`src/core/rad_pkg.sv`:
```
// Package for the automatic transmit-direction control block
package rad_pkg;

  // Port count and bus geometry
  localparam int NUM_PORTS = 6;
  localparam int ADR_W = 8;
  localparam int OPT_REGS = 4;

  // Register byte offsets
  localparam logic [ADR_W-1:0] OFS_OPT12 = 8'h00;
  localparam logic [ADR_W-1:0] OFS_OPT34 = 8'h04;
  localparam logic [ADR_W-1:0] OFS_OPT5 = 8'h08;
  localparam logic [ADR_W-1:0] OFS_OPT6 = 8'h0c;
  localparam logic [ADR_W-1:0] OFS_STATUS = 8'h10;
  localparam logic [ADR_W-1:0] OFS_PINS = 8'h14;

  // Option register indices
  localparam logic [1:0] IDX_OPT12 = 2'h0;
  localparam logic [1:0] IDX_OPT34 = 2'h1;
  localparam logic [1:0] IDX_OPT5 = 2'h2;
  localparam logic [1:0] IDX_OPT6 = 2'h3;

  // Field positions inside one port nibble
  localparam int EN_BIT = 0;
  localparam int SEL_BIT = 1;
  localparam int POL_BIT = 2;
  localparam int HI_NIB = 4;

  // Writable bits: two ports share a byte, or one port alone
  localparam logic [7:0] MASK_PAIR = 8'h77;
  localparam logic [7:0] MASK_SINGLE = 8'h07;
  localparam logic [7:0] OPT_RST = 8'h00;

  // Select encoding
  localparam logic SEL_RTS = 1'b1;

  // Status and pin register field positions
  localparam int ST_EMPTY_LSB = 0;
  localparam int ST_ACTIVE_LSB = 8;
  localparam int ST_HISPD_LSB = 16;
  localparam int PIN_RTS_LSB = 0;
  localparam int PIN_DTR_LSB = 8;

  // Bus handshake states
  typedef enum logic [1:0] {
    BUS_IDLE = 2'b01,
    BUS_ACK = 2'b10
  } rad_bus_e;

  // Per-port option fields
  typedef struct packed {
    logic pol;
    logic sel;
    logic en;
  } rad_cfg_s;

  // Per-port signals from the owning UART
  typedef struct packed {
    logic mcrRtsN;
    logic mcrDtrN;
    logic txFifoEmpty;
    logic txShiftEmpty;
    logic fifoEnabled;
    logic divisorMsb;
  } rad_uart_s;

  // Per-port modem outputs
  typedef struct packed {
    logic rtsN;
    logic dtrN;
  } rad_pins_s;

endpackage

```
`src/core/rad_port_ctl.sv`:
```
// Direction override for one serial port
`timescale 1ns/10ps
module rad_port_ctl
  import rad_pkg::*;
(
  input wire rad_cfg_s cfg,
  input wire rad_uart_s uart,
  output wire rad_pins_s pins,
  output wire active,
  output wire bufEmpty
);

  wire level;
  wire ctlRts;
  wire ctlDtr;

  // Empty only once the last stop bit has left the shifter
  assign bufEmpty = uart.txFifoEmpty & uart.txShiftEmpty;

  // Feature is meaningless with the FIFO off, so it is gated here
  assign active = cfg.en & uart.fifoEnabled;

  // Polarity level when empty, its inverse while data remains
  assign level = bufEmpty ? cfg.pol : ~cfg.pol;

  // Only the selected output is taken over
  assign ctlRts = active & (cfg.sel == SEL_RTS);
  assign ctlDtr = active & (cfg.sel != SEL_RTS);

  // Unselected output keeps its modem-control level
  assign pins.rtsN = ctlRts ? level : uart.mcrRtsN;
  assign pins.dtrN = ctlDtr ? level : uart.mcrDtrN;

endmodule

```
`src/core/rad_top.sv`:
```
// Automatic transmit-direction control for six UART ports
//
// The register offsets and the Wishbone interface to the registers were left to the implementer.
`timescale 1ns/10ps
module rad_top
  import rad_pkg::*;
#(
  parameter int PORTS = NUM_PORTS
) (
  input wire logic mclk,
  input wire logic resetn,
  input wire logic wbCycI,
  input wire logic wbStbI,
  input wire logic wbWeI,
  input wire logic [ADR_W-1:0] wbAdrI,
  input wire logic [31:0] wbDatI,
  input wire logic [3:0] wbSelI,
  output logic [31:0] wbDatO,
  output logic wbAckO,
  input wire rad_uart_s [PORTS-1:0] uartIn,
  input wire logic [PORTS-1:0] gpioDirOe,
  output logic [PORTS-1:0] requestToSendOutN,
  output logic [PORTS-1:0] terminalReadyOutN,
  output logic [PORTS-1:0] highSpeedBaudSel,
  output logic [PORTS-1:0] serialPinOe
);

  // Merge one written byte into an option register
  function automatic logic [7:0] mergeByte(
    input logic [7:0] old,
    input logic [31:0] data,
    input logic laneEn,
    input logic [7:0] mask
  );
    logic [7:0] res;
    res = old;
    if (laneEn) begin
      res = data[7:0] & mask;
    end
    return res;
  endfunction

  // Pull one port's fields out of an option byte
  function automatic rad_cfg_s pickCfg(
    input logic [7:0] opt,
    input logic hiNib
  );
    rad_cfg_s c;
    logic [2:0] nib;
    nib = hiNib ? opt[HI_NIB +: 3] : opt[2:0];
    c.en = nib[EN_BIT];
    c.sel = nib[SEL_BIT];
    c.pol = nib[POL_BIT];
    return c;
  endfunction

  // Widen one option byte onto the read bus
  function automatic logic [31:0] widenByte(
    input logic [7:0] b
  );
    logic [31:0] w;
    w = 32'h0000_0000;
    w[7:0] = b;
    return w;
  endfunction

  // One bit per port in a byte; spare slots read zero
  function automatic logic [7:0] padPorts(
    input logic [PORTS-1:0] v
  );
    logic [7:0] r;
    r = 8'h00;
    r[PORTS-1:0] = v;
    return r;
  endfunction

  // Option storage, one byte each
  logic [7:0] optQ [OPT_REGS];
  logic [7:0] optD [OPT_REGS];

  // Bus slave state
  rad_bus_e busQ;
  rad_bus_e busD;
  logic ackQ;
  logic [31:0] rdatQ;
  logic [31:0] rdatD;

  // Registered pin outputs
  logic [PORTS-1:0] rtsQ;
  logic [PORTS-1:0] dtrQ;
  logic [PORTS-1:0] hiSpdQ;
  logic [PORTS-1:0] oeQ;

  // Per-port results from the port controllers
  rad_cfg_s [PORTS-1:0] portCfg;
  rad_pins_s [PORTS-1:0] portPins;
  logic [PORTS-1:0] portActive;
  logic [PORTS-1:0] portEmpty;
  logic [PORTS-1:0] rtsNext;
  logic [PORTS-1:0] dtrNext;

  // Bus decode
  wire busReq;
  wire accept;
  wire wrStrobe;
  wire rdStrobe;
  wire ackD;
  wire wrOpt12;
  wire wrOpt34;
  wire wrOpt5;
  wire wrOpt6;
  wire hitOpt12;
  wire hitOpt34;
  wire hitOpt5;
  wire hitOpt6;
  wire hitStatus;
  wire hitPins;
  wire [31:0] statusWord;
  wire [31:0] pinsWord;
  wire [7:0] emptyBits;
  wire [7:0] activeBits;
  wire [7:0] hiSpdBits;
  wire [7:0] rtsBits;
  wire [7:0] dtrBits;
  logic [31:0] readMux;

  // A request is taken once per handshake, ack drops next cycle
  assign busReq = wbCycI & wbStbI;
  assign accept = busReq & (busQ == BUS_IDLE);
  assign wrStrobe = accept & wbWeI;
  assign rdStrobe = accept & ~wbWeI;

  // Address decode on aligned word offsets
  assign hitOpt12 = (wbAdrI == OFS_OPT12);
  assign hitOpt34 = (wbAdrI == OFS_OPT34);
  assign hitOpt5 = (wbAdrI == OFS_OPT5);
  assign hitOpt6 = (wbAdrI == OFS_OPT6);
  assign hitStatus = (wbAdrI == OFS_STATUS);
  assign hitPins = (wbAdrI == OFS_PINS);

  // Per-register write strobes; other offsets ignore writes
  assign wrOpt12 = wrStrobe & hitOpt12;
  assign wrOpt34 = wrStrobe & hitOpt34;
  assign wrOpt5 = wrStrobe & hitOpt5;
  assign wrOpt6 = wrStrobe & hitOpt6;

  // Ack gets its own flop so the output is a plain register
  assign ackD = (busD == BUS_ACK);

  // Handshake state: one idle cycle between acks
  always_comb begin
    busD = busQ;
    case (busQ)
      BUS_IDLE: begin
        if (busReq) begin
          busD = BUS_ACK;
        end
      end
      BUS_ACK: begin
        busD = BUS_IDLE;
      end
      default: begin
        busD = BUS_IDLE;
      end
    endcase
  end

  // Option register writes; byte lane 0 only carries data
  always_comb begin
    for (int r = 0; r < OPT_REGS; r++) begin
      optD[r] = optQ[r];
    end
    if (wrOpt12) begin
      optD[IDX_OPT12] = mergeByte(optQ[IDX_OPT12], wbDatI, wbSelI[0], MASK_PAIR);
    end
    if (wrOpt34) begin
      optD[IDX_OPT34] = mergeByte(optQ[IDX_OPT34], wbDatI, wbSelI[0], MASK_PAIR);
    end
    if (wrOpt5) begin
      optD[IDX_OPT5] = mergeByte(optQ[IDX_OPT5], wbDatI, wbSelI[0], MASK_SINGLE);
    end
    if (wrOpt6) begin
      optD[IDX_OPT6] = mergeByte(optQ[IDX_OPT6], wbDatI, wbSelI[0], MASK_SINGLE);
    end
  end

  // Port-to-register mapping: 1-2 share, 3-4 share, 5 and 6 alone
  assign portCfg[0] = pickCfg(optQ[IDX_OPT12], 1'b0);
  assign portCfg[1] = pickCfg(optQ[IDX_OPT12], 1'b1);
  assign portCfg[2] = pickCfg(optQ[IDX_OPT34], 1'b0);
  assign portCfg[3] = pickCfg(optQ[IDX_OPT34], 1'b1);
  assign portCfg[4] = pickCfg(optQ[IDX_OPT5], 1'b0);
  assign portCfg[5] = pickCfg(optQ[IDX_OPT6], 1'b0);

  // One direction controller per port
  genvar p;
  generate
    for (p = 0; p < PORTS; p++) begin : gPort
      rad_port_ctl uCtl (
        .cfg(portCfg[p]),
        .uart(uartIn[p]),
        .pins(portPins[p]),
        .active(portActive[p]),
        .bufEmpty(portEmpty[p])
      );
      assign rtsNext[p] = portPins[p].rtsN;
      assign dtrNext[p] = portPins[p].dtrN;
    end
  endgenerate

  // One byte per field; unused port slots read zero
  assign emptyBits = padPorts(portEmpty);
  assign activeBits = padPorts(portActive);
  assign hiSpdBits = padPorts(hiSpdQ);
  assign rtsBits = padPorts(rtsQ);
  assign dtrBits = padPorts(dtrQ);

  // Live state words for software
  assign statusWord = {
    8'h00, hiSpdBits,
    activeBits, emptyBits
  };
  assign pinsWord = {
    16'h0000,
    dtrBits, rtsBits
  };

  // Read selection; unmapped offsets read zero and still ack
  always_comb begin
    readMux = 32'h0000_0000;
    if (hitOpt12) begin
      readMux = widenByte(optQ[IDX_OPT12]);
    end else if (hitOpt34) begin
      readMux = widenByte(optQ[IDX_OPT34]);
    end else if (hitOpt5) begin
      readMux = widenByte(optQ[IDX_OPT5]);
    end else if (hitOpt6) begin
      readMux = widenByte(optQ[IDX_OPT6]);
    end else if (hitStatus) begin
      readMux = statusWord;
    end else if (hitPins) begin
      readMux = pinsWord;
    end
  end

  // Read data is latched with the ack and held otherwise
  assign rdatD = rdStrobe ? readMux : rdatQ;

  // Bus slave registers
  always_ff @(posedge mclk or negedge resetn) begin
    if (!resetn) begin
      busQ <= BUS_IDLE;
      ackQ <= 1'b0;
      rdatQ <= 32'h0000_0000;
    end else begin
      busQ <= busD;
      ackQ <= ackD;
      rdatQ <= rdatD;
    end
  end

  // Option registers start with every feature off
  always_ff @(posedge mclk or negedge resetn) begin
    if (!resetn) begin
      for (int r = 0; r < OPT_REGS; r++) begin
        optQ[r] <= OPT_RST;
      end
    end else begin
      for (int r = 0; r < OPT_REGS; r++) begin
        optQ[r] <= optD[r];
      end
    end
  end

  // Pin outputs; reset leaves both modem lines inactive high
  always_ff @(posedge mclk or negedge resetn) begin
    if (!resetn) begin
      rtsQ <= {PORTS{1'b1}};
      dtrQ <= {PORTS{1'b1}};
    end else begin
      rtsQ <= rtsNext;
      dtrQ <= dtrNext;
    end
  end

  // Divisor MSB picks the fast clock; no other path enables it
  always_ff @(posedge mclk or negedge resetn) begin
    if (!resetn) begin
      hiSpdQ <= {PORTS{1'b0}};
    end else begin
      for (int i = 0; i < PORTS; i++) begin
        hiSpdQ[i] <= uartIn[i].divisorMsb;
      end
    end
  end

  // Pin drive follows the pin controller, never the serial enable
  always_ff @(posedge mclk or negedge resetn) begin
    if (!resetn) begin
      oeQ <= {PORTS{1'b0}};
    end else begin
      oeQ <= gpioDirOe;
    end
  end

  // Outputs straight from flip-flops
  assign wbAckO = ackQ;
  assign wbDatO = rdatQ;
  assign requestToSendOutN = rtsQ;
  assign terminalReadyOutN = dtrQ;
  assign highSpeedBaudSel = hiSpdQ;
  assign serialPinOe = oeQ;

endmodule

```
`config.mk`:
```
export PLATFORM = sky130hd
export DESIGN_NAME = rad_top
export DESIGN_NICKNAME = d
export VERILOG_FILES = /design/src/core/rad_pkg.sv /design/src/core/rad_port_ctl.sv /design/src/core/rad_top.sv
export SDC_FILE = /design/constraint.sdc
export NUM_CORES = 1
export LEC_CHECK = 0
export BUFFER_PORTS_ARGS = -buffer_cell sky130_fd_sc_hd__buf_2
export CAP_MARGIN = 40
export CELL_PAD_IN_SITES_DETAIL_PLACEMENT = 1
export CELL_PAD_IN_SITES_GLOBAL_PLACEMENT = 2
export CORE_UTILIZATION = 27
export CTS_CLUSTER_DIAMETER = 50
export DETAILED_ROUTE_END_ITERATION = 10
export PLACE_DENSITY_LB_ADDON = 0.1
export SLEW_MARGIN = 30
export SYNTH_ARGS = -nofsm -noshare
export SYNTH_HDL_FRONTEND = slang
export SYNTH_SLANG_ARGS = --single-unit
```
`constraint.sdc`:
```
create_clock -name mclk -period 2.05 [get_ports mclk]
set_input_delay 0 -clock mclk [delete_from_list [all_inputs] [get_ports mclk]]
set_output_delay 0 -clock mclk [all_outputs]
set_load 0.005 [all_outputs]
```
# After elaboration in Yosys (flattened, before gate mapping)
# Index checks and enable logic that the tools add are counted.
# totals
ff_bits,77
input_bits,91
out_inout_bits,57
wordCells,94
# op_classes
n_eq_ne,7
mux,26
bitwise,45
n_reduce_logical,5
# op_table
cell,count
$mux 22,5
$and 1x1->1,32
$mux 1,18
$eq 8x4->1 const B,2
$eq 8x5->1 const B,2
$mux 14,1
$not 1->1,13
$eq 8x3->1 const B,1
$logic_not 8->1,1
$reduce_and 2->1,4
$mux 2,2
$eq 2x1->1 const B,1
$eq 2x2->1 const B,1

# Depth between registers and ports, before layout
# Gate-level depths: netlist of run 1.
# logic_depth
depth_word,7
mapped_depth,7
depth_no_buf,5

# Hierarchy
# A second synthesis of run 1 with hierarchy kept.
# hier_totals
hier_cells,245
area_unflattened_um2,3040.4
# by_module_without_submodules
mod,instances,cells_per_inst,area_per_inst_um2
rad_top,1,203,2627.5
rad_port_ctl,6,7,68.8

# Least setup slack after synthesis of run 1
# Ideal clock, no wire load.
# synth_timing
path_kind,reg-to-reg
start,register busQ[0]
end,register optQ[16] (netlist name)
setup_ns,0.125
arrival_time_ns,1.613
t_required_ns,1.925
path_slack_ns,0.312
path_stages_with_launch,7
cell_sequence,dfstp_2 nand4b_1 inv_1 and3_1 and4_1 buf_2 mux2_2
# synth_between
elab_chain_cells,5
# synth_lines
item,line_no,source
"start, declared",rad_top.sv:82,rad_bus_e busQ;
"start signal, assigned",rad_top.sv:256,busQ <= busD;
$eq 2x1->1,rad_top.sv:129,assign accept = busReq & (busQ == BUS_IDLE);
$and 1x1->1,rad_top.sv:129,
$and 1x1->1,rad_top.sv:130,assign wrStrobe = accept & wbWeI;
$and 1x1->1,rad_top.sv:143,assign wrOpt34 = wrStrobe & hitOpt34;
$reduce_and 2->1 (no source line),-,
"end signal, assigned by index",rad_top.sv:270,optQ[r] <= optD[r];
"end, declared",rad_top.sv:78,logic [7:0] optQ [OPT_REGS];
# No other way between the ends.
# A chain may end at the register's enable or synchronous reset.

# Worst setup path in the final report of run 1
# layout_timing
start,register busQ[0]
end,register optQ[20] (netlist name)
# The elaborated chain is that of the path after synthesis.

==> results by stage, run 1 <==
Run status:
- The run finished with clean final reports.

Yosys:
- After synthesis the netlist holds a flip-flop and latch count of 64.
- The gate count of the mapped netlist is 245.
- Summed over its instances, the top area cell type makes up 44.7% of the synthesized netlist area.
- Ranked by total cell area, the synthesized netlist is headed by dfrtp_1 45%, dfstp_2 12%, mux2_2 9.9%, nand2_1 3.8%, buf_4 3.4%.
- The largest total area in the synthesized netlist belongs to dfrtp_1.
- The most common flop cell mapped by yosys is dfrtp_1.
- The count of flip-flops with a built-in enable after synthesis is 0.
- The part of the Yosys area used for sequential elements is a little under three fifths.
- The synthesized area divided by synthesized cell count is 11.7 sq um.
- After synthesis the cells add up to 0.00286 sq mm.
- The Yosys warning count is 0.
- The post-synthesis cell type count is 35.
- For this run, asynchronously set or reset flops after synthesis account for 100%.

Global routing:
- Entering global routing, the biggest net connects 39 pins.
- Summed over all layers, the global routing overflow is 0.
- Global routing used roughly 16% of the available tracks across all layers.
- The first global-routing pass estimated roughly 13000 um of wire.
- The number of antenna violations at the first check in global routing came to 0.
- The via count of the first global-routing pass is 2597.

Placed design:
- Input and output buffers added on the ports amount to 105.
- The placement-stage worst setup slack is 0.225 ns.
- Detailed placement finished with a half-perimeter wire length of 5780 um.
- The routability-driven placement congestion ratio is 0.692.

Die:
- The effective utilization at floorplan is 27.8%.
- The floorplan die width is ~100 um.
- The die is 105 um tall.
- The area of the die is ~0.011 sq mm.
- After floorplanning, the core was sized to cover about 0.010 sq mm.
- The number of cell rows is 37.
- Pin placement for this block handled 148 I/O pins.

Setup path:
- The worst flop-to-flop path endpoint is optQ[20]$_DFFE_PN0P_.
- Traced cell by cell, the critical path runs through nand4b_1, inv_1, and3_1, and4_1, mux2_2.
- For the worst setup path, the data required time is 2.27 ns.
- Of all nets on the critical path, the largest fanout is 6.
- The cell type of the slowest stage on the worst timing path is dfstp_2.
- The arrival time reported for the critical path endpoint is 2.05 ns.
- The worst setup path is launched from a flip-flop.
- The worst reg-to-reg path cell count is 5.
- The kind of cell with the highest combined delay along the critical path is simple AND/OR/NAND/NOR gates.
- The worst setup path is captured at a flip-flop.
- The buffering stage count on the worst path with inverters included is 1.
- The critical path class is flip-flop to flip-flop.
- The delay of the slowest critical-path stage is 0.52 ns.
- The reg2reg setup slack is 0.23 ns.
- The worst register-to-register path begins at busQ[0]$_DFF_PN1_.

Clock tree:
- TritonCTS built the clock tree.
- The count of hold buffers inserted by post-cts repair is 36.
- The clock transition at the registers of the reported paths is 0.07 ns.
- The tree built by TritonCTS fans out to 64 sinks.
- Clock tree synthesis inserted a total of 9 buffers.
- The largest buffer count on any clock path is 2.
- The later pin in the worst-skew pair is clocked with a latency of 0.34 ns.
- In this run the number of H-tree levels came out at 3.
- The library cell used as clock root buffer is clkbuf_8.
- The post-CTS setup repair buffer count is 0.
- Once the clock tree was built, the resizer swapped 0 gates to a different size.

Min path:
- The startpoint identified for the worst hold timing path is wbCycI.
- The worst hold path depth is 3.
- For hold timing, the worst endpoint is busQ[0]$_DFF_PN1_.
- The min-delay analysis places its worst path in the category input port to flip-flop.

Power:
- The maximum vdd drop is 0.000289 V.
- The power density relative to cell area is 746 mW/mm^2.
- The total leakage power is a little over 0.002 uW.

Routing:
- The ratio of routed vias to standard cells is between 4 and 5.
- The detail route stage leaves a number of antenna-violating nets equal to 0.
- After detailed routing, the average wire length per cell comes to 14.8 um.
- The detailed router's first-iteration violation count is 32.
- The remaining routing DRC violations is 0.
- The detailed-router iteration count before antenna repair is 4.
- The wire length after detailed routing is 7960 um.
- The total via count after detailed routing is 2350.

STA:
- Setup slack on the critical path of the routed design comes to about 0.23 ns.
- The count of final hold-check violations is 0.
- For the final database, setup skew stands at 0.00692 ns.
- Setup violations remaining at the end of the flow were counted as 0.
- After routing, the total negative slack on setup checks comes to 0 ns.
- The number of max-slew violations in the final report is 0.
- The final period utilization is 88.9%.
- For the pin with the worst max-slew slack, the measured transition is approximately 0.7 ns.
- Setup repair after global routing left no endpoint under its margin.
- The worst path in the final design needs a cycle of 1.82 ns, including I/O delays and setup.
- The worst pin sits at a relative slew slack of 53.8%.
- The maximum clock frequency is 548 MHz.

Final layout:
- The net count reported at finish is 487.
- The final antenna diode count is 0.
- The area growth from synthesis to layout is 45.9%.
- The post-route netlist has 43.1% of its cells at a drive strength greater than 1.
- In the layout the commonest cells are 105 x buf_2, 51 x dfrtp_1, 36 x dlygate4sd3_1.
- The fraction of the core area covered by cells at the end of the flow is 40.5%.
- The library cell used most frequently in the layout, excluding fill and tap cells, is buf_2.

Flow run:
- The number of maximum-capacitance constraint violations is 0.
==> cells in the mapped netlist (2+ instances only) <==
library cell	count
nor2_1	17
nor3b_1	3
mux2_2	25
nand2b_1	3
a22o_1	6
dfrtp_1	51
dfstp_2	13
inv_1	2
a221oi_1	3
mux2_1	6
nor3_1	6
buf_2	2
xor2_1	6
buf_4	13
o211ai_1	2
clkbuf_1	5
and4_1	2
nand4b_1	2
nand2_1	29
nand3_1	9
mux2i_1	3
a22oi_1	2
a21oi_1	9
o21ai_0	15
==> per-layer routing <==
layer	routed length [um]	global-route usage, %
met1	3650	20.1
met2	3840	25.8
met3	386	3.62
met4	90	5.43
met5	0	0
==> metrics by stage <==
stage | total power (uW) | area (sq um) | std cells | hold WS (ns)
3_5_place_dp | 1630 | 3540 | 485 | 0.0808
6_report | 3110 | 4170 | 537 | 0.0288
5_1_grt | 3240 | 4170 | 537 | 0.0409
4_1_cts | 3170 | 4170 | 537 | 0.0147
2_1_floorplan | 1470 | 2900 | 257 | -0.296
3_3_place_gp | 1630 | 3540 | 485 | 0.0867
==> state kept, by name, summed over array words and instances (netlist names) <==
signal and cells:
wbDatO 19, optQ 18, wbAckO 1, busQ 2, terminalReadyOutN 6, highSpeedBaudSel 6
serialPinOe 6, requestToSendOutN 6
==> worst register-to-register path, cell delays in order, from the launching register on <==
cell,delay [ns]
dfstp_2,0.52
nand4b_1,0.11
inv_1,0.09
and3_1,0.22
and4_1,0.40
mux2_2,0.38
==> final cells by class <==
cell class / count / area (sq um)
Fill cell: 1185 / 6110
Sequential cell: 64 / 1620
Multi-Input combinational cell: 170 / 1140
Timing Repair Buffer: 149 / 958
Tap cell: 136 / 170
Clock inverter: 7 / 144
Clock buffer: 9 / 124
Inverter: 2 / 7.51
==> kinds of logic after synthesis <==
logic type / count (synthesis) / synth area share [%]
buffers and inverters: 23 / 4.82
AND/OR/NAND/NOR: 80 / 15.2
flip-flops: 64 / 56.7
other: 1 / 0.131
multiplexers: 34 / 13.3
AO/OA/AOI/OAI: 37 / 8.02
XOR/XNOR: 6 / 1.84
==> report_power, final <==
group | total [uW] | switching [uW] | internal (uW)
sequential | 1340 | 24.3 | 1320
clock | 1450 | 522 | 932
combinational | 311 | 150 | 161
==> worst max path at each step <==
stage	startpoint	to	slack, ns	cells past startpoint
2_1_floorplan	busQ[0]$_DFF_PN1_	optQ[16]$_DFFE_PN0P_	0.31	6
3_3_place_gp	busQ[0]$_DFF_PN1_	optQ[21]$_DFFE_PN0P_	0.24	5
3_5_place_dp	busQ[0]$_DFF_PN1_	optQ[21]$_DFFE_PN0P_	0.23	5
4_1_cts	busQ[0]$_DFF_PN1_	optQ[21]$_DFFE_PN0P_	0.21	5
5_1_grt	busQ[0]$_DFF_PN1_	optQ[20]$_DFFE_PN0P_	0.11	5
6_report	busQ[0]$_DFF_PN1_	optQ[20]$_DFFE_PN0P_	0.23	5
Power figures use the tool's default switching activity.
==> inputs of run 2 (changes only) <==
Settings changed: CORE_ASPECT_RATIO from default to 1.75, CORE_UTILIZATION 27 to 28, SYNTH_HIERARCHICAL from default to 1.
==> results by stage, run 2 <==
Run status:
- The run finished with clean final reports.

STA:
- The summed negative setup slack over all endpoints is 0 ns.
- At the pin with the least slew margin, the transition time is 0.707 ns.
- Setup violations remaining at the end of the flow were counted as 0.
- The number of max-slew violations in the final report is 0.
- The worst relative slew slack is 52.9%.
- Timing would allow up to 537 MHz.
- Setup repair after global routing left no endpoint under its margin.
- The count of final hold-check violations was 0.
- The final period utilization is 90.8%.
- The worst clock skew is 0.00608 ns.
- The post-layout minimum cycle time is 1.86 ns.

Setup path:
- The worst setup path is captured at a flip-flop.
- The arrival time reported for the critical path endpoint is ~2.1 ns.
- The launching point of the worst reg2reg path is busQ[0]$_DFF_PN1_.
- The worst path required time is 2.26 ns.
- The sort of element at the start of the critical path is a flip-flop.
- The critical path class is flip-flop to flip-flop.
- Of all nets on the critical path, the largest fanout is 3.
- For flop-to-flop paths, the worst setup slack is 0.19 ns.
- The start point of the critical path is busQ[0]$_DFF_PN1_.

Routing:
- The first routing iteration left 50 violations.
- The detailed-router iteration count before antenna repair is 4.
- In this run the remaining antenna-violating nets after routing total 0.
- After detailed routing, the average wire length per cell comes to about 16 um.
- The total via count after detailed routing is 2373.
- After detailed routing, the total wire length is 8610 um.
- Dividing the detail-routed via count by the number of cells gives 4.49.
- The remaining routing DRC violations is 0.

Power:
- The clock share of power is 48.6%.
- Summed over all nets, the switching power comes to approximately 750 uW.
- Power spread over the standard cell area amounts to 738 mW/mm^2.
- The sequential share of power is a little over two fifths.
- For this design the static power due to leakage is between 0.002 and 0.0025 uW.
- The maximum vdd drop is 0.000445 V.
- Net switching is 23.3% of the power.
- The cell-internal power is 2460 uW.
- The share of total power dissipated in combinational logic is 9.8%.
- The total power consumption of the routed design is 3210 uW.

Clock tree:
- The clock drives 64 sinks.
- TritonCTS created 9 clock buffers.
- TritonCTS built the clock tree.
- The quantity of gates resized following cts is 0.
- In this run the number of H-tree levels came out at 3.
- The count of hold buffers inserted by post-cts repair is 31.
- In this run the post-CTS setup repair buffer count came out at 0.
- The clock insertion delay at the later pin of the skew report is between 0.3 and 0.4 ns.
- The clock transition at the registers of the reported paths is 0.06 ns.
- The largest buffer count on any clock path is 2.
- Clock tree synthesis selected as its root buffer the cell clkbuf_16.

Die:
- From left edge to right edge, the die measures 80.8 um.
- After floorplanning, the core was sized to cover ~0.011 sq mm.
- The initialized floorplan defines 50 standard-cell rows.
- Pin placement for this block handled 148 I/O pins.
- The area of the die is 0.0113 sq mm.
- The die is around 140 um tall.
- Once the floorplan was initialized, standard cells occupied 28.6% of the core.

Final layout:
- In the layout the commonest cells are 105 x buf_2, 51 x dfrtp_1, 31 x dlygate4sd3_1.
- At the end of the flow, the number of nets in the layout was around 490.
- The repair_antennas step left the layout with diodes totalling 0.
- The fraction of the core area covered by cells at the end of the flow is 40.9%.
- The area growth from synthesis to layout is 43.0%.
- The fraction of layout instances using a drive strength above 1 is roughly 50%.
- The register with the most flip-flops in the layout has 19 of them.
- The library cell used most frequently in the layout, excluding fill and tap cells, is buf_2.

Global routing:
- The total overflow left after global routing is 0.
- The via count of the first global-routing pass came to about 2600.
- In the global route stage, overall resource usage came out at 16.9%.
- Entering global routing, the biggest net connects 28 pins.
- The first global-routing pass estimated 13600 um of wire.
- The number of antenna violations at the first check in global routing was 0.

Yosys:
- The top cell type by area accounts for around two fifths of the synthesized area.
- In the synthesized netlist the async set-or-reset flop fraction comes to 100%.
- The Yosys warning count is 6.
- Among all cell types in the netlist, the one instantiated most often is dfrtp_1.
- The biggest area consumer among synthesized cells is dfrtp_1.
- Synthesis produced a netlist whose cell count is between 200 and 250.
- The synthesized design contains 0 enable-type register cells.
- The synthesized area divided by synthesized cell count is 12.4 sq um.
- The number of different library cells used by synthesis comes to 42.
- In this run, synthesis produced a sequential element count of 64.
- The most common flop cell mapped by yosys is dfrtp_1.
- The area of the mapped netlist is 0.00304 sq mm.
- By area the synthesized netlist is led by dfrtp_1 42%, dfstp_2 11%, mux2_2 7.8%, mux2_4 4.4%, mux2i_1 4.3%.
- Sequential elements use 53.2% of the synthesized area.
- Counting instances in the post-synthesis netlist gives the leading cell types as 51 x dfrtp_1, 21 x mux2_2, 18 x nand2_1.

Flow run:
- The number of maximum-capacitance constraint violations is 0.

Placed design:
- After legalization and detailed placement, the total HPWL measured 6480 um.
- The port buffer count is 105.
- The congestion estimate from routability-driven global placement came to a little under 0.8.

Min path:
- The worst hold path class is input port to flip-flop.
- The worst hold path begins at wbDatI[1].
run 2: cell count changes in the layout (fill, tap and decap cells not counted), sizes merged, moves of 4 or more:
| cell | previous run | this run |
|---|---|---|
| and2 | 1 | 13 |
| nand3 | 9 | 2 |
| nor2b | 0 | 6 |
| mux2i | 3 | 13 |
| nand2 | 29 | 19 |
| dlygate4sd3 | 36 | 31 |
| xnor2 | 0 | 6 |
| o21ai | 15 | 11 |
| nor2 | 18 | 7 |
| xor2 | 6 | 0 |
run 2: path summary, 6_finish.rpt:
path	end	cells past startpoint
setup / recovery	optQ[9]$_DFFE_PN0P_	4
hold / removal	optQ[1]$_DFFE_PN0P_	2
setup reg to reg	optQ[9]$_DFFE_PN0P_	4
hold reg to reg	wbDatO[4]$_DFFE_PN0P_	2
max in group asynchronous	requestToSendOutN[2]$_DFF_PN1_	3
min in group asynchronous	serialPinOe[5]$_DFF_PN0_	2
run 2: cell families (layout without fill, tap and decap cells):
| logic type | Yosys count | count (layout) | synth area share, % |
|---|---|---|---|
| multiplexers | 43 | 43 | 16.5 |
| AO/OA/AOI/OAI | 32 | 32 | 7.00 |
| AND/OR/NAND/NOR | 74 | 74 | 16.4 |
| flip-flops | 64 | 64 | 53.2 |
| other | 1 | 13 | 0.123 |
| XOR/XNOR | 6 | 6 | 1.73 |
| buffers and inverters | 25 | 167 | 5.02 |
run 2: power groups by stage:
stage	combinational, uW	clock (uW)	sequential, uW
after detailed placement	276	0	1360
after global routing	351	1670	1340
after global placement	273	0	1350
after CTS	322	1610	1340
after floorplan	121	0	1360
final	314	1560	1330
run 2: final cells by class:
cell class	count	area, sq um
multi-input cells	168	1320
clock buffers	10	239
flip-flops and latches	64	1620
fillers	1220	6290
inverters	4	15.0
repair buffers	147	931
clock inverters	6	67.6
well taps	130	163
run 2: stage by stage:
stage	hold slack, ns	instance area, sq um	cells	worst slack, ns
floorplan	-0.296	3090	257	0.244
global route	0.00721	4350	529	0.120
detailed placement	0.0864	3730	482	0.198
global placement	0.0828	3730	482	0.229
finish	0.0226	4350	529	0.188
CTS	0.0139	4350	529	0.189
run 2: critical path, stage by stage (launching register included):
cell and delay, ns:
dfstp_2 0.52, and4b_1 0.21, nand3_1 0.15, or4_4 0.55, mux2_4 0.31
run 2: routing by layer:
| layer | global-route usage (%) | wire, um | part of all wire (%) | vias up |
|---|---|---|---|---|
| met1 | 17.5 | 3230 | 38 | 1158 |
| met4 | 6.20 | 132 | 1.5 | 0 |
| met3 | 4.52 | 436 | 5.1 | 8 |
| met5 | 0 | 0 | 0 | - |
| met2 | 31.3 | 4810 | 56 | 77 |
| li1 | - | - | - | 1130 |
